`config.mk`:
```
export PLATFORM = sky130hd
export DESIGN_NAME = dacr_aux_regs
export DESIGN_NICKNAME = d
export VERILOG_FILES = /design/src/include/dacr_pkg.sv /design/src/rtl/dacr_aux_regs.sv /design/src/rtl/dacr_bus_target.sv
export SDC_FILE = /design/constraint.sdc
export NUM_CORES = 1
export LEC_CHECK = 0
export BUFFER_PORTS_ARGS = -buffer_cell sky130_fd_sc_hd__buf_4
export CAP_MARGIN = 40
export CORE_MARGIN = 1
export CORE_UTILIZATION = 40
export CTS_CLUSTER_DIAMETER = 60
export CTS_CLUSTER_SIZE = 25
export DETAILED_ROUTE_END_ITERATION = 8
export PLACE_DENSITY_LB_ADDON = 0.3
export SYNTH_ARGS = -nofsm -noshare
export SYNTH_HDL_FRONTEND = slang
export SYNTH_SLANG_ARGS = --single-unit
```
`constraint.sdc`:
```
create_clock -name clock -period 3.9 [get_ports clock]
set_input_delay 0.78 -clock clock [delete_from_list [all_inputs] [get_ports clock]]
set_output_delay 0.78 -clock clock [all_outputs]
set_load 0.02 [all_outputs]
```
`src/include/dacr_pkg.sv`:
```
// Purpose: Shared constants for the link auxiliary control register slice.
// Assumes: One device clock; registers reached over the two-wire bus.
// Notes:   Offsets are byte register addresses on the two-wire bus.
package dacr_pkg;

  // ==========================================================
  // Register offsets
  localparam logic [7:0] OFS_PORT_SELECT   = 8'h34;
  localparam logic [7:0] OFS_AUDIO_DIV     = 8'h3a;
  localparam logic [7:0] OFS_EQ_READBACK   = 8'h3b;
  localparam logic [7:0] OFS_LINK_THRESH   = 8'h41;
  localparam logic [7:0] OFS_FAST_BC       = 8'h43;
  localparam logic [7:0] OFS_EQ_BYPASS     = 8'h44;

  // ==========================================================
  // Reset values
  localparam logic [7:0] RST_PORT_SELECT   = 8'h01;
  localparam logic [7:0] RST_AUDIO_DIV     = 8'h00;
  localparam logic [7:0] RST_LINK_THRESH   = 8'h03;
  localparam logic [7:0] RST_FAST_BC       = 8'h00;
  localparam logic [7:0] RST_EQ_BYPASS     = 8'h60;

  // ==========================================================
  // Writable bit masks and readback mask, reserved bits stay zero
  localparam logic [7:0] WM_PORT_SELECT    = 8'h03;
  localparam logic [7:0] WM_AUDIO_DIV      = 8'hf7;
  localparam logic [7:0] WM_LINK_THRESH    = 8'h1f;
  localparam logic [7:0] WM_FAST_BC        = 8'h1f;
  localparam logic [7:0] WM_EQ_BYPASS      = 8'hef;
  localparam logic [7:0] RM_EQ_READBACK    = 8'h3f;

  // ==========================================================
  // Field positions
  localparam int PORT0_SEL_BIT     = 0;
  localparam int SECOND_PORT_SELECT_BIT     = 1;
  localparam int AUDIO_OVR_BIT     = 7;
  localparam int MDIV_LSB          = 4;
  localparam int VCO_IN_OVR_BIT    = 2;
  localparam int MSEL_LSB          = 0;
  localparam int ERR_CNT_EN_BIT    = 4;
  localparam int THRESH_LSB        = 0;
  localparam int TRISTATE_SEL_BIT  = 4;
  localparam int EDGE_POL_BIT      = 3;
  localparam int BC_MODE_LSB       = 0;
  localparam int EQ_STAGE_ONE_LSB  = 5;
  localparam int EQ_STAGE_TWO_LSB  = 1;
  localparam int EQ_BYPASS_BIT     = 0;

  localparam int MDIV_W   = 3;
  localparam int MSEL_W   = 2;
  localparam int THRESH_W = 4;
  localparam int EQ_W     = 6;
  localparam int STAGE_W  = 3;

  // ==========================================================
  // Fast back-channel modes
  typedef enum logic [2:0] {
    DACR_BC_NORMAL   = 3'b000,
    DACR_BC_GPIO_1   = 3'b001,
    DACR_BC_GPIO_2   = 3'b010,
    DACR_BC_GPIO_4   = 3'b011,
    DACR_BC_RSVD_A   = 3'b100,
    DACR_BC_RSVD_B   = 3'b101,
    DACR_BC_SPI_FWD  = 3'b110,
    DACR_BC_SPI_REV  = 3'b111
  } dacr_bc_mode_e;

  // Two-wire target address; arbitrary default
  localparam logic [6:0] BUS_ADDR_DEFAULT = 7'h2c;

endpackage

```
`src/rtl/dacr_aux_regs.sv`:
```
// Purpose: Auxiliary control register slice of a link deserializer.
// Assumes: Error strobes, pixel tick and adaptive results are on clock.
// Notes:   Chip select and bus pins are synchronised before use.
`timescale 1ns/1ns

// Overview of operation
// - Audio override 0 lets the device pick the divider, 1 uses the field.
// - The three-bit VCO output divide field picks 32, 16, 8, 4, 2, 2, 1, 1.
// - Input override 0 leaves the ratio to the sequencer, 1 uses the field.
// - The two-bit input divide field divides the reference by 1, 2, 4 or 8.
// - Equalizer readback is the manual stages if bypassed, else adaptive.
// - Readback is from the second port when it is selected, else the first.
// - The count enable bit turns link error counting on at 1 and off at 0.
// - With counting on, lock drops when ticked errors reach the threshold.
// - With counting off, lock drops on the first ticked link error.
// - Reverse peripheral mode drives the peripheral data pin as an output.
// - Tristate 1 floats pin while chip select is low; 0 drives it whenever reverse mode is on.
// - Polarity 0 launches on falling and samples on rising edges, 1 swaps.
// - Mode 000 is normal framing; 001, 010, 011 carry 1, 2, 4 fast GPIOs.
// - Mode 110 is forward, 111 reverse fast peripheral; 100, 101 reserved.
// - Second port selected: reads and writes reach it and shared registers.
// - Bypassed, stage one reads back in bits 2:0 and stage two in bits 5:3.
module dacr_aux_regs #(
  parameter logic [6:0] BUS_ADDR = dacr_pkg::BUS_ADDR_DEFAULT
) (
  input  wire logic                    clock,
  input  wire logic                    rst_b,
  input  wire logic                    scl_in,
  input  wire logic                    sda_in,
  output logic                         sda_out,
  output logic                         sda_oe_b,
  input  wire logic [dacr_pkg::MDIV_W-1:0] auto_audio_div,
  input  wire logic [dacr_pkg::MSEL_W-1:0] clock_loop_sequencer_div,
  input  wire logic [dacr_pkg::EQ_W-1:0]   adaptive_eq_port0,
  input  wire logic [dacr_pkg::EQ_W-1:0]   adaptive_eq_port1,
  input  wire logic                    pixel_tick,
  input  wire logic                    embedded_clock_bit_a_err,
  input  wire logic                    embedded_clock_bit_b_err,
  input  wire logic                    link_control_stream_err,
  input  wire logic                    lock_acquired,
  input  wire logic                    chip_select_pin,
  input  wire logic                    core_peripheral_data,
  output logic [dacr_pkg::MDIV_W-1:0]  audio_div_code,
  output logic [5:0]                   vco_out_div_ratio,
  output logic                         vco_in_div_override,
  output logic [3:0]                   vco_in_div_ratio,
  output logic [dacr_pkg::EQ_W-1:0]    equalizer_setting_port0,
  output logic [dacr_pkg::EQ_W-1:0]    equalizer_setting_port1,
  output logic                         receiver_lock,
  output logic                         peripheral_data_out_pin,
  output logic                         peripheral_data_oe_b,
  output logic                         spi_edge_polarity,
  output logic [2:0]                   fast_gpio_count,
  output logic                         fast_spi_forward,
  output logic                         fast_spi_reverse
);
  import dacr_pkg::*;

  // ==========================================================
  // Decoders
  function automatic logic [5:0] out_div(input logic [MDIV_W-1:0] c);
    unique case (c)
      3'b000:         out_div = 6'h20;
      3'b001:         out_div = 6'h10;
      3'b010:         out_div = 6'h08;
      3'b011:         out_div = 6'h04;
      3'b100, 3'b101: out_div = 6'h02;
      default:        out_div = 6'h01;
    endcase
  endfunction

  function automatic logic [3:0] in_div(input logic [MSEL_W-1:0] c);
    in_div = 4'h1 << c;
  endfunction

  function automatic logic [EQ_W-1:0] eq_mux(input logic [7:0] byp,
                                             input logic [EQ_W-1:0] adapt);
    if (byp[EQ_BYPASS_BIT]) begin
      eq_mux = {byp[EQ_STAGE_TWO_LSB +: STAGE_W],
                byp[EQ_STAGE_ONE_LSB +: STAGE_W]};
    end else begin
      eq_mux = adapt;
    end
  endfunction

  // ==========================================================
  // Bus target
  logic       wr_stb;
  logic [7:0] reg_addr;
  logic [7:0] wr_data;
  logic [7:0] rd_data;

  dacr_bus_target #(
    .BUS_ADDR (BUS_ADDR)
  ) u_bus (
    .clock    (clock),
    .rst_b    (rst_b),
    .scl_in   (scl_in),
    .sda_in   (sda_in),
    .sda_oe_b (sda_oe_b),
    .wr_stb   (wr_stb),
    .reg_addr (reg_addr),
    .wr_data  (wr_data),
    .rd_data  (rd_data)
  );

  // Open-drain: only ever pulls low
  always_ff @(posedge clock or negedge rst_b) begin
    if (!rst_b) begin
      sda_out <= 1'b0;
    end else begin
      sda_out <= 1'b0;
    end
  end

  // ==========================================================
  // Register storage
  logic [7:0] port_select;
  logic [7:0] audio_div;
  logic [7:0] link_thresh;
  logic [7:0] fast_bc;
  logic [7:0] eq_bypass [2];

  wire sel_p1 = port_select[SECOND_PORT_SELECT_BIT];
  wire sel_p0 = port_select[PORT0_SEL_BIT];

  always_ff @(posedge clock or negedge rst_b) begin
    if (!rst_b) begin
      port_select <= RST_PORT_SELECT;
      audio_div   <= RST_AUDIO_DIV;
      link_thresh <= RST_LINK_THRESH;
      fast_bc     <= RST_FAST_BC;
    end else if (wr_stb) begin
      unique case (reg_addr)
        OFS_PORT_SELECT: port_select <= wr_data & WM_PORT_SELECT;
        OFS_AUDIO_DIV:   audio_div   <= wr_data & WM_AUDIO_DIV;
        OFS_LINK_THRESH: link_thresh <= wr_data & WM_LINK_THRESH;
        OFS_FAST_BC:     fast_bc     <= wr_data & WM_FAST_BC;
        default: begin
        end
      endcase
    end
  end

  // Per-port bypass copies; both may be written in one access
  genvar gp;
  generate
    for (gp = 0; gp < 2; gp++) begin : g_port
      wire port_hit = (gp == 0) ? sel_p0 : sel_p1;
      always_ff @(posedge clock or negedge rst_b) begin
        if (!rst_b) begin
          eq_bypass[gp] <= RST_EQ_BYPASS;
        end else if (wr_stb && reg_addr == OFS_EQ_BYPASS && port_hit) begin
          eq_bypass[gp] <= wr_data & WM_EQ_BYPASS;
        end
      end
    end
  endgenerate

  // ==========================================================
  // Read mux
  logic [EQ_W-1:0] eq_now [2];
  assign eq_now[0] = eq_mux(eq_bypass[0], adaptive_eq_port0);
  assign eq_now[1] = eq_mux(eq_bypass[1], adaptive_eq_port1);

  always_comb begin
    unique case (reg_addr)
      OFS_PORT_SELECT: rd_data = port_select;
      OFS_AUDIO_DIV:   rd_data = audio_div;
      OFS_EQ_READBACK: rd_data = {2'b00, eq_now[sel_p1]}
                                 & RM_EQ_READBACK;
      OFS_LINK_THRESH: rd_data = link_thresh;
      OFS_FAST_BC:     rd_data = fast_bc;
      OFS_EQ_BYPASS:   rd_data = eq_bypass[sel_p1];
      default:         rd_data = 8'h00;
    endcase
  end

  // ==========================================================
  // Clock dividers
  always_ff @(posedge clock or negedge rst_b) begin
    if (!rst_b) begin
      audio_div_code      <= RST_AUDIO_DIV[MDIV_LSB +: MDIV_W];
      vco_out_div_ratio   <= out_div(RST_AUDIO_DIV[MDIV_LSB +: MDIV_W]);
      vco_in_div_override <= 1'b0;
      vco_in_div_ratio    <= in_div(RST_AUDIO_DIV[MSEL_LSB +: MSEL_W]);
    end else begin
      if (audio_div[AUDIO_OVR_BIT]) begin
        audio_div_code    <= audio_div[MDIV_LSB +: MDIV_W];
        vco_out_div_ratio <= out_div(audio_div[MDIV_LSB +: MDIV_W]);
      end else begin
        audio_div_code    <= auto_audio_div;
        vco_out_div_ratio <= out_div(auto_audio_div);
      end
      vco_in_div_override <= audio_div[VCO_IN_OVR_BIT];
      if (audio_div[VCO_IN_OVR_BIT]) begin
        vco_in_div_ratio <= in_div(audio_div[MSEL_LSB +: MSEL_W]);
      end else begin
        vco_in_div_ratio <= in_div(clock_loop_sequencer_div);
      end
    end
  end

  // ==========================================================
  // Equalizer settings to the analog stages
  always_ff @(posedge clock or negedge rst_b) begin
    if (!rst_b) begin
      equalizer_setting_port0 <= '0;
      equalizer_setting_port1 <= '0;
    end else begin
      equalizer_setting_port0 <= eq_now[0];
      equalizer_setting_port1 <= eq_now[1];
    end
  end

  // ==========================================================
  // Link integrity and lock
  logic [THRESH_W-1:0] err_cnt;
  wire any_err = pixel_tick & (embedded_clock_bit_a_err |
                               embedded_clock_bit_b_err |
                               link_control_stream_err);
  wire cnt_en  = link_thresh[ERR_CNT_EN_BIT];
  wire [THRESH_W-1:0] thresh = link_thresh[THRESH_LSB +: THRESH_W];
  wire [THRESH_W:0]   cnt_nx = {1'b0, err_cnt} + {{THRESH_W{1'b0}}, 1'b1};

  always_ff @(posedge clock or negedge rst_b) begin
    if (!rst_b) begin
      err_cnt       <= '0;
      receiver_lock <= 1'b0;
    end else if (lock_acquired) begin
      err_cnt       <= '0;
      receiver_lock <= 1'b1;
    end else if (receiver_lock && any_err) begin
      if (cnt_en) begin
        err_cnt <= cnt_nx[THRESH_W-1:0];
        if (cnt_nx >= {1'b0, thresh}) begin
          receiver_lock <= 1'b0;
        end
      end else begin
        receiver_lock <= 1'b0;
      end
    end
  end

  // ==========================================================
  // Fast back-channel and peripheral pin
  logic [1:0] cs_sync;
  always_ff @(posedge clock or negedge rst_b) begin
    if (!rst_b) begin
      cs_sync <= 2'h0;
    end else begin
      cs_sync <= {cs_sync[0], chip_select_pin};
    end
  end

  dacr_bc_mode_e bc_mode;
  assign bc_mode = dacr_bc_mode_e'(fast_bc[BC_MODE_LSB +: 3]);

  always_ff @(posedge clock or negedge rst_b) begin
    if (!rst_b) begin
      fast_gpio_count  <= 3'h0;
      fast_spi_forward <= 1'b0;
      fast_spi_reverse <= 1'b0;
    end else begin
      fast_spi_forward <= (bc_mode == DACR_BC_SPI_FWD);
      fast_spi_reverse <= (bc_mode == DACR_BC_SPI_REV);
      unique case (bc_mode)
        DACR_BC_GPIO_1: fast_gpio_count <= 3'h1;
        DACR_BC_GPIO_2: fast_gpio_count <= 3'h2;
        DACR_BC_GPIO_4: fast_gpio_count <= 3'h4;
        // Reserved codes behave as normal framing
        default:        fast_gpio_count <= 3'h0;
      endcase
    end
  end

  always_ff @(posedge clock or negedge rst_b) begin
    if (!rst_b) begin
      peripheral_data_out_pin <= 1'b0;
      peripheral_data_oe_b    <= 1'b1;
      spi_edge_polarity       <= 1'b0;
    end else begin
      peripheral_data_out_pin <= core_peripheral_data;
      spi_edge_polarity       <= fast_bc[EDGE_POL_BIT];
      if (bc_mode == DACR_BC_SPI_REV &&
          (!fast_bc[TRISTATE_SEL_BIT] || cs_sync[1])) begin
        peripheral_data_oe_b <= 1'b0;
      end else begin
        peripheral_data_oe_b <= 1'b1;
      end
    end
  end

endmodule

```
`src/rtl/dacr_bus_target.sv`:
```
// Purpose: Two-wire bus target giving byte register reads and writes.
// Assumes: Bus pins are asynchronous and pass two flops before use.
// Notes:   Register pointer auto-increments after each written byte and each acknowledged read byte.
`timescale 1ns/1ns
module dacr_bus_target #(
  parameter logic [6:0] BUS_ADDR = 7'h2c
) (
  input  wire logic       clock,
  input  wire logic       rst_b,
  input  wire logic       scl_in,
  input  wire logic       sda_in,
  output logic            sda_oe_b,
  output logic            wr_stb,
  output logic [7:0]      reg_addr,
  output logic [7:0]      wr_data,
  input  wire logic [7:0] rd_data
);

  typedef enum logic [3:0] {
    DACR_ST_IDLE    = 4'b0000,
    DACR_ST_ADDR    = 4'b0001,
    DACR_ST_ACK_ADR = 4'b0010,
    DACR_ST_REG     = 4'b0011,
    DACR_ST_ACK_REG = 4'b0100,
    DACR_ST_WDATA   = 4'b0101,
    DACR_ST_ACK_WR  = 4'b0110,
    DACR_ST_RDATA   = 4'b0111,
    DACR_ST_RACK    = 4'b1000
  } dacr_bus_st_e;

  localparam logic [3:0] BYTE_BITS = 4'h8;
  localparam logic [3:0] LAST_BIT  = 4'h7;

  // ==========================================================
  // Pin synchronisers
  logic [1:0]   scl_sync;
  logic [1:0]   sda_sync;
  logic         scl_prev;
  logic         sda_prev;
  dacr_bus_st_e state;
  logic [3:0]   bit_cnt;
  logic [7:0]   shreg;
  logic [7:0]   tx;
  logic         rd_mode;
  logic         nack;

  always_ff @(posedge clock or negedge rst_b) begin
    if (!rst_b) begin
      scl_sync <= 2'h3;
      sda_sync <= 2'h3;
      scl_prev <= 1'b1;
      sda_prev <= 1'b1;
    end else begin
      scl_sync <= {scl_sync[0], scl_in};
      sda_sync <= {sda_sync[0], sda_in};
      scl_prev <= scl_sync[1];
      sda_prev <= sda_sync[1];
    end
  end

  wire scl_s    = scl_sync[1];
  wire sda_s    = sda_sync[1];
  wire start_ev = scl_s & scl_prev & sda_prev & ~sda_s;
  wire stop_ev  = scl_s & scl_prev & ~sda_prev & sda_s;
  wire scl_rise = scl_s & ~scl_prev;
  wire scl_fall = ~scl_s & scl_prev;

  // ==========================================================
  // Protocol engine
  always_ff @(posedge clock or negedge rst_b) begin
    if (!rst_b) begin
      state    <= DACR_ST_IDLE;
      bit_cnt  <= 4'h0;
      shreg    <= 8'h00;
      tx       <= 8'h00;
      rd_mode  <= 1'b0;
      nack     <= 1'b0;
      sda_oe_b <= 1'b1;
      wr_stb   <= 1'b0;
      wr_data  <= 8'h00;
      reg_addr <= 8'h00;
    end else begin
      wr_stb <= 1'b0;
      if (start_ev) begin
        state    <= DACR_ST_ADDR;
        bit_cnt  <= 4'h0;
        sda_oe_b <= 1'b1;
      end else if (stop_ev) begin
        state    <= DACR_ST_IDLE;
        sda_oe_b <= 1'b1;
      end else if (scl_rise) begin
        unique case (state)
          DACR_ST_ADDR, DACR_ST_REG, DACR_ST_WDATA: begin
            shreg   <= {shreg[6:0], sda_s};
            bit_cnt <= bit_cnt + 4'h1;
          end
          DACR_ST_RACK: begin
            nack <= sda_s;
            if (!sda_s) begin
              reg_addr <= reg_addr + 8'h01;
            end
          end
          default: begin
          end
        endcase
      end else if (scl_fall) begin
        unique case (state)
          DACR_ST_ADDR: begin
            if (bit_cnt == BYTE_BITS) begin
              if (shreg[7:1] == BUS_ADDR) begin
                state    <= DACR_ST_ACK_ADR;
                rd_mode  <= shreg[0];
                sda_oe_b <= 1'b0;
              end else begin
                state <= DACR_ST_IDLE;
              end
            end
          end
          DACR_ST_ACK_ADR: begin
            bit_cnt <= 4'h0;
            if (rd_mode) begin
              state    <= DACR_ST_RDATA;
              tx       <= {rd_data[6:0], 1'b0};
              sda_oe_b <= rd_data[7];
            end else begin
              state    <= DACR_ST_REG;
              sda_oe_b <= 1'b1;
            end
          end
          DACR_ST_REG: begin
            if (bit_cnt == BYTE_BITS) begin
              reg_addr <= shreg;
              state    <= DACR_ST_ACK_REG;
              sda_oe_b <= 1'b0;
            end
          end
          DACR_ST_ACK_REG: begin
            state    <= DACR_ST_WDATA;
            bit_cnt  <= 4'h0;
            sda_oe_b <= 1'b1;
          end
          DACR_ST_WDATA: begin
            if (bit_cnt == BYTE_BITS) begin
              wr_stb   <= 1'b1;
              wr_data  <= shreg;
              state    <= DACR_ST_ACK_WR;
              sda_oe_b <= 1'b0;
            end
          end
          DACR_ST_ACK_WR: begin
            state    <= DACR_ST_WDATA;
            bit_cnt  <= 4'h0;
            reg_addr <= reg_addr + 8'h01;
            sda_oe_b <= 1'b1;
          end
          DACR_ST_RDATA: begin
            if (bit_cnt == LAST_BIT) begin
              state    <= DACR_ST_RACK;
              sda_oe_b <= 1'b1;
            end else begin
              bit_cnt  <= bit_cnt + 4'h1;
              sda_oe_b <= tx[7];
              tx       <= {tx[6:0], 1'b0};
            end
          end
          DACR_ST_RACK: begin
            if (nack) begin
              state <= DACR_ST_IDLE;
            end else begin
              state    <= DACR_ST_RDATA;
              bit_cnt  <= 4'h0;
              tx       <= {rd_data[6:0], 1'b0};
              sda_oe_b <= rd_data[7];
            end
          end
          default: begin
          end
        endcase
      end
    end
  end

endmodule

```
## After elaboration in Yosys (flattened, before gate mapping)

Cells that the tools add are included.
Widths: inputs -> output; s select.

- RAM bits: 0
- Bits in registers: 124
- ROM bits: 0
- Memories: 0
- Latch bits: 0

- Multiplexer cells: 70
- Shifts and indexed selects: 2
- Div/mod/pow operators: 0
- $mul: 0
- Equality and inequality tests: 51
- $add $sub $neg: 3
- Reductions and logical operators: 40
- Bitwise gates (word level): 18
- Order comparisons: 2

Operators with widths:

| operator | number |
|---|---|
| $mux 8 | 11 |
| $mux 4 | 19 |
| $pmux 6 s5 | 2 |
| $pmux 8 s6 | 1 |
| $mux 6 | 6 |
| $pmux 4 s7 | 1 |
| $reduce_and 7->1 | 4 |
| $eq 8x6->1 const B | 3 |
| $eq 8x7->1 const B | 3 |
| $ne 4x1->1 const B | 6 |
| $pmux 8 s3 | 1 |
| $mux 1 | 21 |
| $eq 4x3->1 const B | 5 |
| $eq 3x2->1 const B | 6 |
| $eq 3x3->1 const B | 6 |
| $pmux 8 s2 | 1 |
| $pmux 4 s3 | 1 |
| $reduce_and 2->1 | 6 |
| $reduce_and 6->1 | 2 |
| $reduce_bool 3->1 | 4 |
| $eq 3x1->1 const B | 3 |
| $mux 3 | 3 |
| $pmux 3 s3 | 1 |
| $reduce_bool 9->1 | 1 |
| other kinds (33) | 69 |

## Depth between registers and ports, before layout

- Depth after elaboration: 11
- Mapped depth: 10
- Gate-level depth less buffers: 8

## Modules after synthesis

From an unflattened synthesis, not the netlist that was laid out.

- Cells, all modules: 529
- Area total of the unflattened synthesis: 6,105.9 um^2

By module, submodules not included:

| module | seq. area each (um^2) | cells an instance | times used | area an instance (um^2) |
|---|---|---|---|---|
| dacr_aux_regs | 1,864.3 | 266 | 1 | 3,374.5 |
| dacr_bus_target | 1,234.9 | 263 | 1 | 2,731.4 |

## Worst setup path before layout

No wires, ideal clock.

- Path kind: flip-flop to flip-flop
- From: register u_bus.scl_prev
- To: register u_bus.reg_addr[0]
- Path buffers: 2
- Clock period less this slack: 2,213 ps
- Required time: 3,813 ps
- Stages on the path, launching flop included: 10
- Setup slack: 1,687 ps
- Arrival: 2,127 ps
- Cell sequence: dfstp_2 inv_1 ha_1 clkbuf_1 nand2b_1 o31ai_1 o2111a_1 clkbuf_1 nand3_1 o211ai_1

- Word-level cells in the longest chain between the ends: 5
- Elaborated cells on any way between the ends: 17
- Classes of those cells: 3 x eq/ne; 1 x mux; 10 x bitwise; 3 x reduce/logical

Ends and longest elaborated chain:

| element | RTL line | RTL |
|---|---|---|
| start: declaration | dacr_bus_target.sv:38 | `logic scl_prev;` |
| start signal: assignment | dacr_bus_target.sv:56 | `scl_prev <= scl_sync[1];` |
| $and 1x1->1 | dacr_bus_target.sv:63, dacr_bus_target.sv:64 |  |
| $and 1x1->1, on equally long branches (2 in a row) | dacr_bus_target.sv:63, dacr_bus_target.sv:64 |  |
| $not 1->1 (no source line) | n/a |  |
| $reduce_and 7->1 (no source line) | n/a |  |
| end signal: assignment | dacr_bus_target.sv:100 | `reg_addr <= reg_addr + 8'h01;` |
| end signal: assignment | dacr_bus_target.sv:132 | `reg_addr <= shreg;` |
| end signal: assignment | dacr_bus_target.sv:153 | `reg_addr <= reg_addr + 8'h01;` |
| end: declaration | dacr_bus_target.sv:14 | `output logic [7:0] reg_addr,` |

Parallel ways exist; a longest one is shown, timed or not.
A chain may end at the register's enable or synchronous reset.

## Final worst setup path

- From: register u_bus.state[2]
- To: register u_bus.tx[3]

- Word-level cells in the longest chain between the ends: 3
- Elaborated cells on any way between the ends: 9
- Classes of those cells: 6 x eq/ne; 1 x mux; 2 x reduce/logical

Ends and longest elaborated chain:

| element | RTL line | RTL |
|---|---|---|
| start: declaration | dacr_bus_target.sv:40 | `dacr_bus_st_e state;` |
| start signal: assignment | dacr_bus_target.sv:72 | `state <= DACR_ST_IDLE;` |
| start signal: assignment | dacr_bus_target.sv:85 | `state <= DACR_ST_ADDR;` |
| start signal: assignment | dacr_bus_target.sv:89 | `state <= DACR_ST_IDLE;` |
| $eq 4x4->1 (tied with other cells) | dacr_bus_target.sv:107 | `unique case (state)` |
| $ne 2x2->1 (no source line) (tied with other cells) | n/a |  |
| $reduce_and 8->1 (no source line) | n/a |  |
| end signal: assignment | dacr_bus_target.sv:123 | `tx <= {rd_data[6:0], 1'b0};` |
| end signal: assignment | dacr_bus_target.sv:163 | `tx <= {tx[6:0], 1'b0};` |
| end signal: assignment | dacr_bus_target.sv:172 | `tx <= {rd_data[6:0], 1'b0};` |
| end: declaration | dacr_bus_target.sv:43 | `logic [7:0] tx;` |

Parallel ways exist; a longest one is shown, timed or not.

==> impl_summary.md <==
Run status
The flow ran to the end, but the final reports show violations. The final reports fail on DRC.

Drt
The number of remaining DRC errors is 20. The first TritonRoute pass finished after 7 iterations. In this run the remaining antenna-violating nets after routing total 0. After detailed routing, the number of vias per cell comes to 5.45. The first routing iteration left 265 violations. After detailed routing, the average wire length per cell comes to 17.1 microns. The routed layout has 4363 vias. The final wirelength is 13.7 mm.

Hold path
The instance count along the most critical hold path is 0. The startpoint of the most critical hold path is cs_sync[0]. The worst hold path belongs to the class register to register.

The worst hold endpoint is cs_sync[1].

Setup path
The slowest stage cell on the critical path is dfrtp_1. The largest single stage delay on the critical path is 0.62 ns. The critical path class is register to register. STA classifies the critical path endpoint as a register. Data on the critical path is required at its endpoint by 4.25 ns. The terminus of the critical flop-to-flop path is u_bus.tx[3]. The signal on the critical path passes through nand4b_1, nor2_1, nor3_1, nand4_1, a311oi_1, a21o_1. The flop-to-flop setup slack is 1.31 ns. The length in cells of the worst reg-to-reg path is 6.

Along the worst path, the maximum fanout reaches 22. The arrival time reported for the critical path endpoint is 2.95 ns. The startpoint identified for the worst register-to-register timing path is u_bus.state[2].

The kind of start point of the critical path is a register.

Clocking
Buffers inserted to repair hold after CTS numbered 0. The clock sink count is 123. After clock tree synthesis, the setup repair step added 0 buffers. The clock buffer count from CTS is 17. The count of cells resized by post-cts repair is 0. The root cell of the clock tree is clkbuf_16.

TritonCTS built the clock tree. For the worst-skew pair, the clock arrives at the later sink with an insertion delay of 0.42 ns. The clock passes through at most 2 buffers. The H-tree depth is 4. Clock-pin slew was measured on the worst setup and hold paths at 0.06 ns.

Timing
The worst path needs 2.59 ns of the cycle, external delays included. In the finished design, the share of the clock period the worst path needs comes to 0.665. Setup repair after global routing left no endpoint under its margin. Measured against its own limit, the worst slew margin works out to 0.528.

Across the routed clock network, the largest skew measured is 0.00765 ns. Adding up every negative setup slack in the final design gives 0 ns. On the final layout, the worst hold slack is 0.348 ns. The number of hold violations in the final report is 0. The maximum frequency from static timing analysis is 386 MHz.

The final number of setup-violating endpoints is 0. For the pin with the worst max-slew slack, the measured transition is 0.708 ns. The final count of pins violating max slew was 0.

Yosys
Of the total synthesized cell area, the portion taken by XOR and XNOR cells is 0.0130. The multiplexer share of the synthesized area is 0.144. The share of synthesized area in the top cell type comes to 0.438. The area fraction in compound gates after synthesis is 0.129. The number of synthesis warnings is 0. Of the total synthesized cell area, the portion taken by AND, OR, NAND and NOR gates is 0.133. After synthesis, the largest family of logic cells by area is multiplexers. The post-synthesis cell area is 0.00605 sq mm.

The share of synthesized cell area in full adder, half adder and majority cells is 0.0327. The most common cell in the synthesized netlist is dfrtp_1. Synthesis handed over a netlist of 544 instances. The fraction of registers with async set/reset is 1.00.

Synthesis produced a netlist with a net count of 587. The flip-flop and latch count after synthesis is 123. Yosys attributes the largest share of cell area to dfrtp_1 (44%), mux2_2 (8.2%), dfstp_2 (7.4%). The unique cell type count in the Yosys netlist is 71. For this run, the leading register cell type out of synthesis is dfrtp_1.

The dominant cell type by area after synthesis is dfrtp_1. The portion of the post-synthesis area used by sequential elements is 0.512. The commonest cells after synthesis are dfrtp_1 (106), nand2_1 (60), mux2_2 (44).

After synthesis, the mean cell area works out to 11.1 sq um. The synthesized design contains 0 enable-type register cells.

Die
The horizontal extent of the die is 125 microns. In this run the core area contains 44 standard-cell rows. After floorplanning, the core was sized to cover 0.0146 sq mm. The top-level I/O count is 65. The initial standard-cell utilization of the core is 0.413. The die area is 0.0156 sq mm.

The floorplan step set the die height to 125 microns.

Layout
The repair_antennas step left the layout with diodes totalling 0. The net count of the finished layout is 646. The layout-stage area growth over the synthesis result is 19.3%.

The number of filler instances in the final layout is 1332. The final core utilization is 0.493. Of the cells placed in the final design, the portion with a size suffix greater than 1 is 0.284.

Placed design
The number of I/O port buffers is 63. Once detailed placement completed, the half-perimeter wirelength came to 9.84 mm. Routability-driven placement finished with a final weighted congestion of 0.905.

Global route
The number of global-route vias before repair came to 4272. For this run the aggregate overflow at the end of global routing stands at 0. Entering global routing, the biggest net connects 53 pins. The initial antenna violation count was 0. In the global route stage, overall resource usage came out at 0.185. The first global-routing pass estimated 22.5 mm of wire.

Power
IR analysis of the VDD net gives a maximum drop of 355 uV. The ratio of total power to cell area is 450 mW/mm^2. For this design the static power due to leakage is 3.31 nW.

Flow run
The max-capacitance violation count is 0.
[per-stage QoR]
stage               worst slack (ns)  area (sq um)  total power [mW]  instances
finish                          1.31          7220              3.25        800
global route                    1.05          7220              3.38        800
CTS                             1.35          7220              3.28        800
detailed placement              1.36          6660              1.77        768
global placement                1.50          6660              1.76        768
floorplan                       1.69          6050              1.62        544
[critical path: cells and delay by family (launching register included)]
| kind | cells | cell delay, ns |
|---|---|---|
| simple gates | 4 | 1.40 |
| flops | 1 | 0.62 |
| compound gates | 2 | 0.52 |
[state kept, by name, indices dropped and copies added, names as in the netlist, 4 cells and up]
signal	cells
audio_div	7
equalizer_setting_port1	6
u_bus.state	4
vco_in_div_ratio	4
vco_out_div_ratio	6
u_bus.reg_addr	8
eq_bypass	14
u_bus.shreg	8
equalizer_setting_port0	6
link_thresh	5
err_cnt	4
fast_bc	5
u_bus.tx	7
u_bus.bit_cnt	4
u_bus.wr_data	8
[logic make-up (layout without fill, tap and decap cells)]
group | Yosys count | in the layout
AO/OA/AOI/OAI | 111 | 111
XOR/XNOR | 9 | 9
adder cells (fa/ha/maj) | 16 | 16
buffers and inverters | 50 | 122
flip-flops | 123 | 123
multiplexers | 79 | 79
other | 1 | 1
AND/OR/NAND/NOR | 155 | 155
[layout make-up]
cell class              instances  area (sq um)  area share
inverters                      23          86.3      0.0120
well taps                     184           230      0.0319
clock inverters                15           138      0.0191
flip-flops and latches        123          3100       0.429
repair buffers                 67           503      0.0697
clock buffers                  17           425      0.0589
multi-input cells             371          2740       0.379
[power breakdown]
group | switching (mW) | total [mW] | internal (mW)
Combinational | 0.189 | 0.318 | 0.129
Sequential | 0.0898 | 1.43 | 1.34
Clock | 0.613 | 1.50 | 0.884
Total | 0.892 | 3.25 | 2.36
[cell usage in the layout (no fill, tap or decap), types with 9 or more instances in the layout]
master | synthesis | layout
a21oi_1 | 21 | 21
mux2_2 | 44 | 44
ha_1 | 15 | 15
dfstp_2 | 17 | 17
inv_1 | 23 | 23
clkbuf_16 | 0 | 17
mux2i_1 | 14 | 14
nand2_1 | 60 | 60
o21ai_0 | 17 | 17
nand2b_1 | 9 | 9
nor2_1 | 24 | 24
dfrtp_1 | 106 | 106
mux2_1 | 21 | 21
buf_4 | 1 | 67
nand3_1 | 13 | 13
[metal layers]
layer / GRT usage / vias to the layer above / wire length [microns]
met1: 0.245 / 2139 / 6250
met3: 0.0488 / 12 / 642
met4: 0.0574 / 0 / 177
met5: 0 / - / 0
met2: 0.295 / 126 / 6610
li1: - / 2086 / -
[how the worst max path moves through the flow]
stage / startpoint / end / slack (ns) / cells past startpoint
floorplan: u_bus.scl_prev / u_bus.reg_addr[0] / 1.69 / 9
global placement: u_bus.state[2] / u_bus.tx[3] / 1.50 / 6
detailed placement: u_bus.state[2] / u_bus.tx[3] / 1.36 / 6
CTS: u_bus.scl_prev / u_bus.reg_addr[3] / 1.35 / 7
global route: u_bus.state[2] / u_bus.tx[3] / 1.05 / 6
finish: u_bus.state[2] / u_bus.tx[3] / 1.31 / 6
Power figures use the tool's default switching activity.
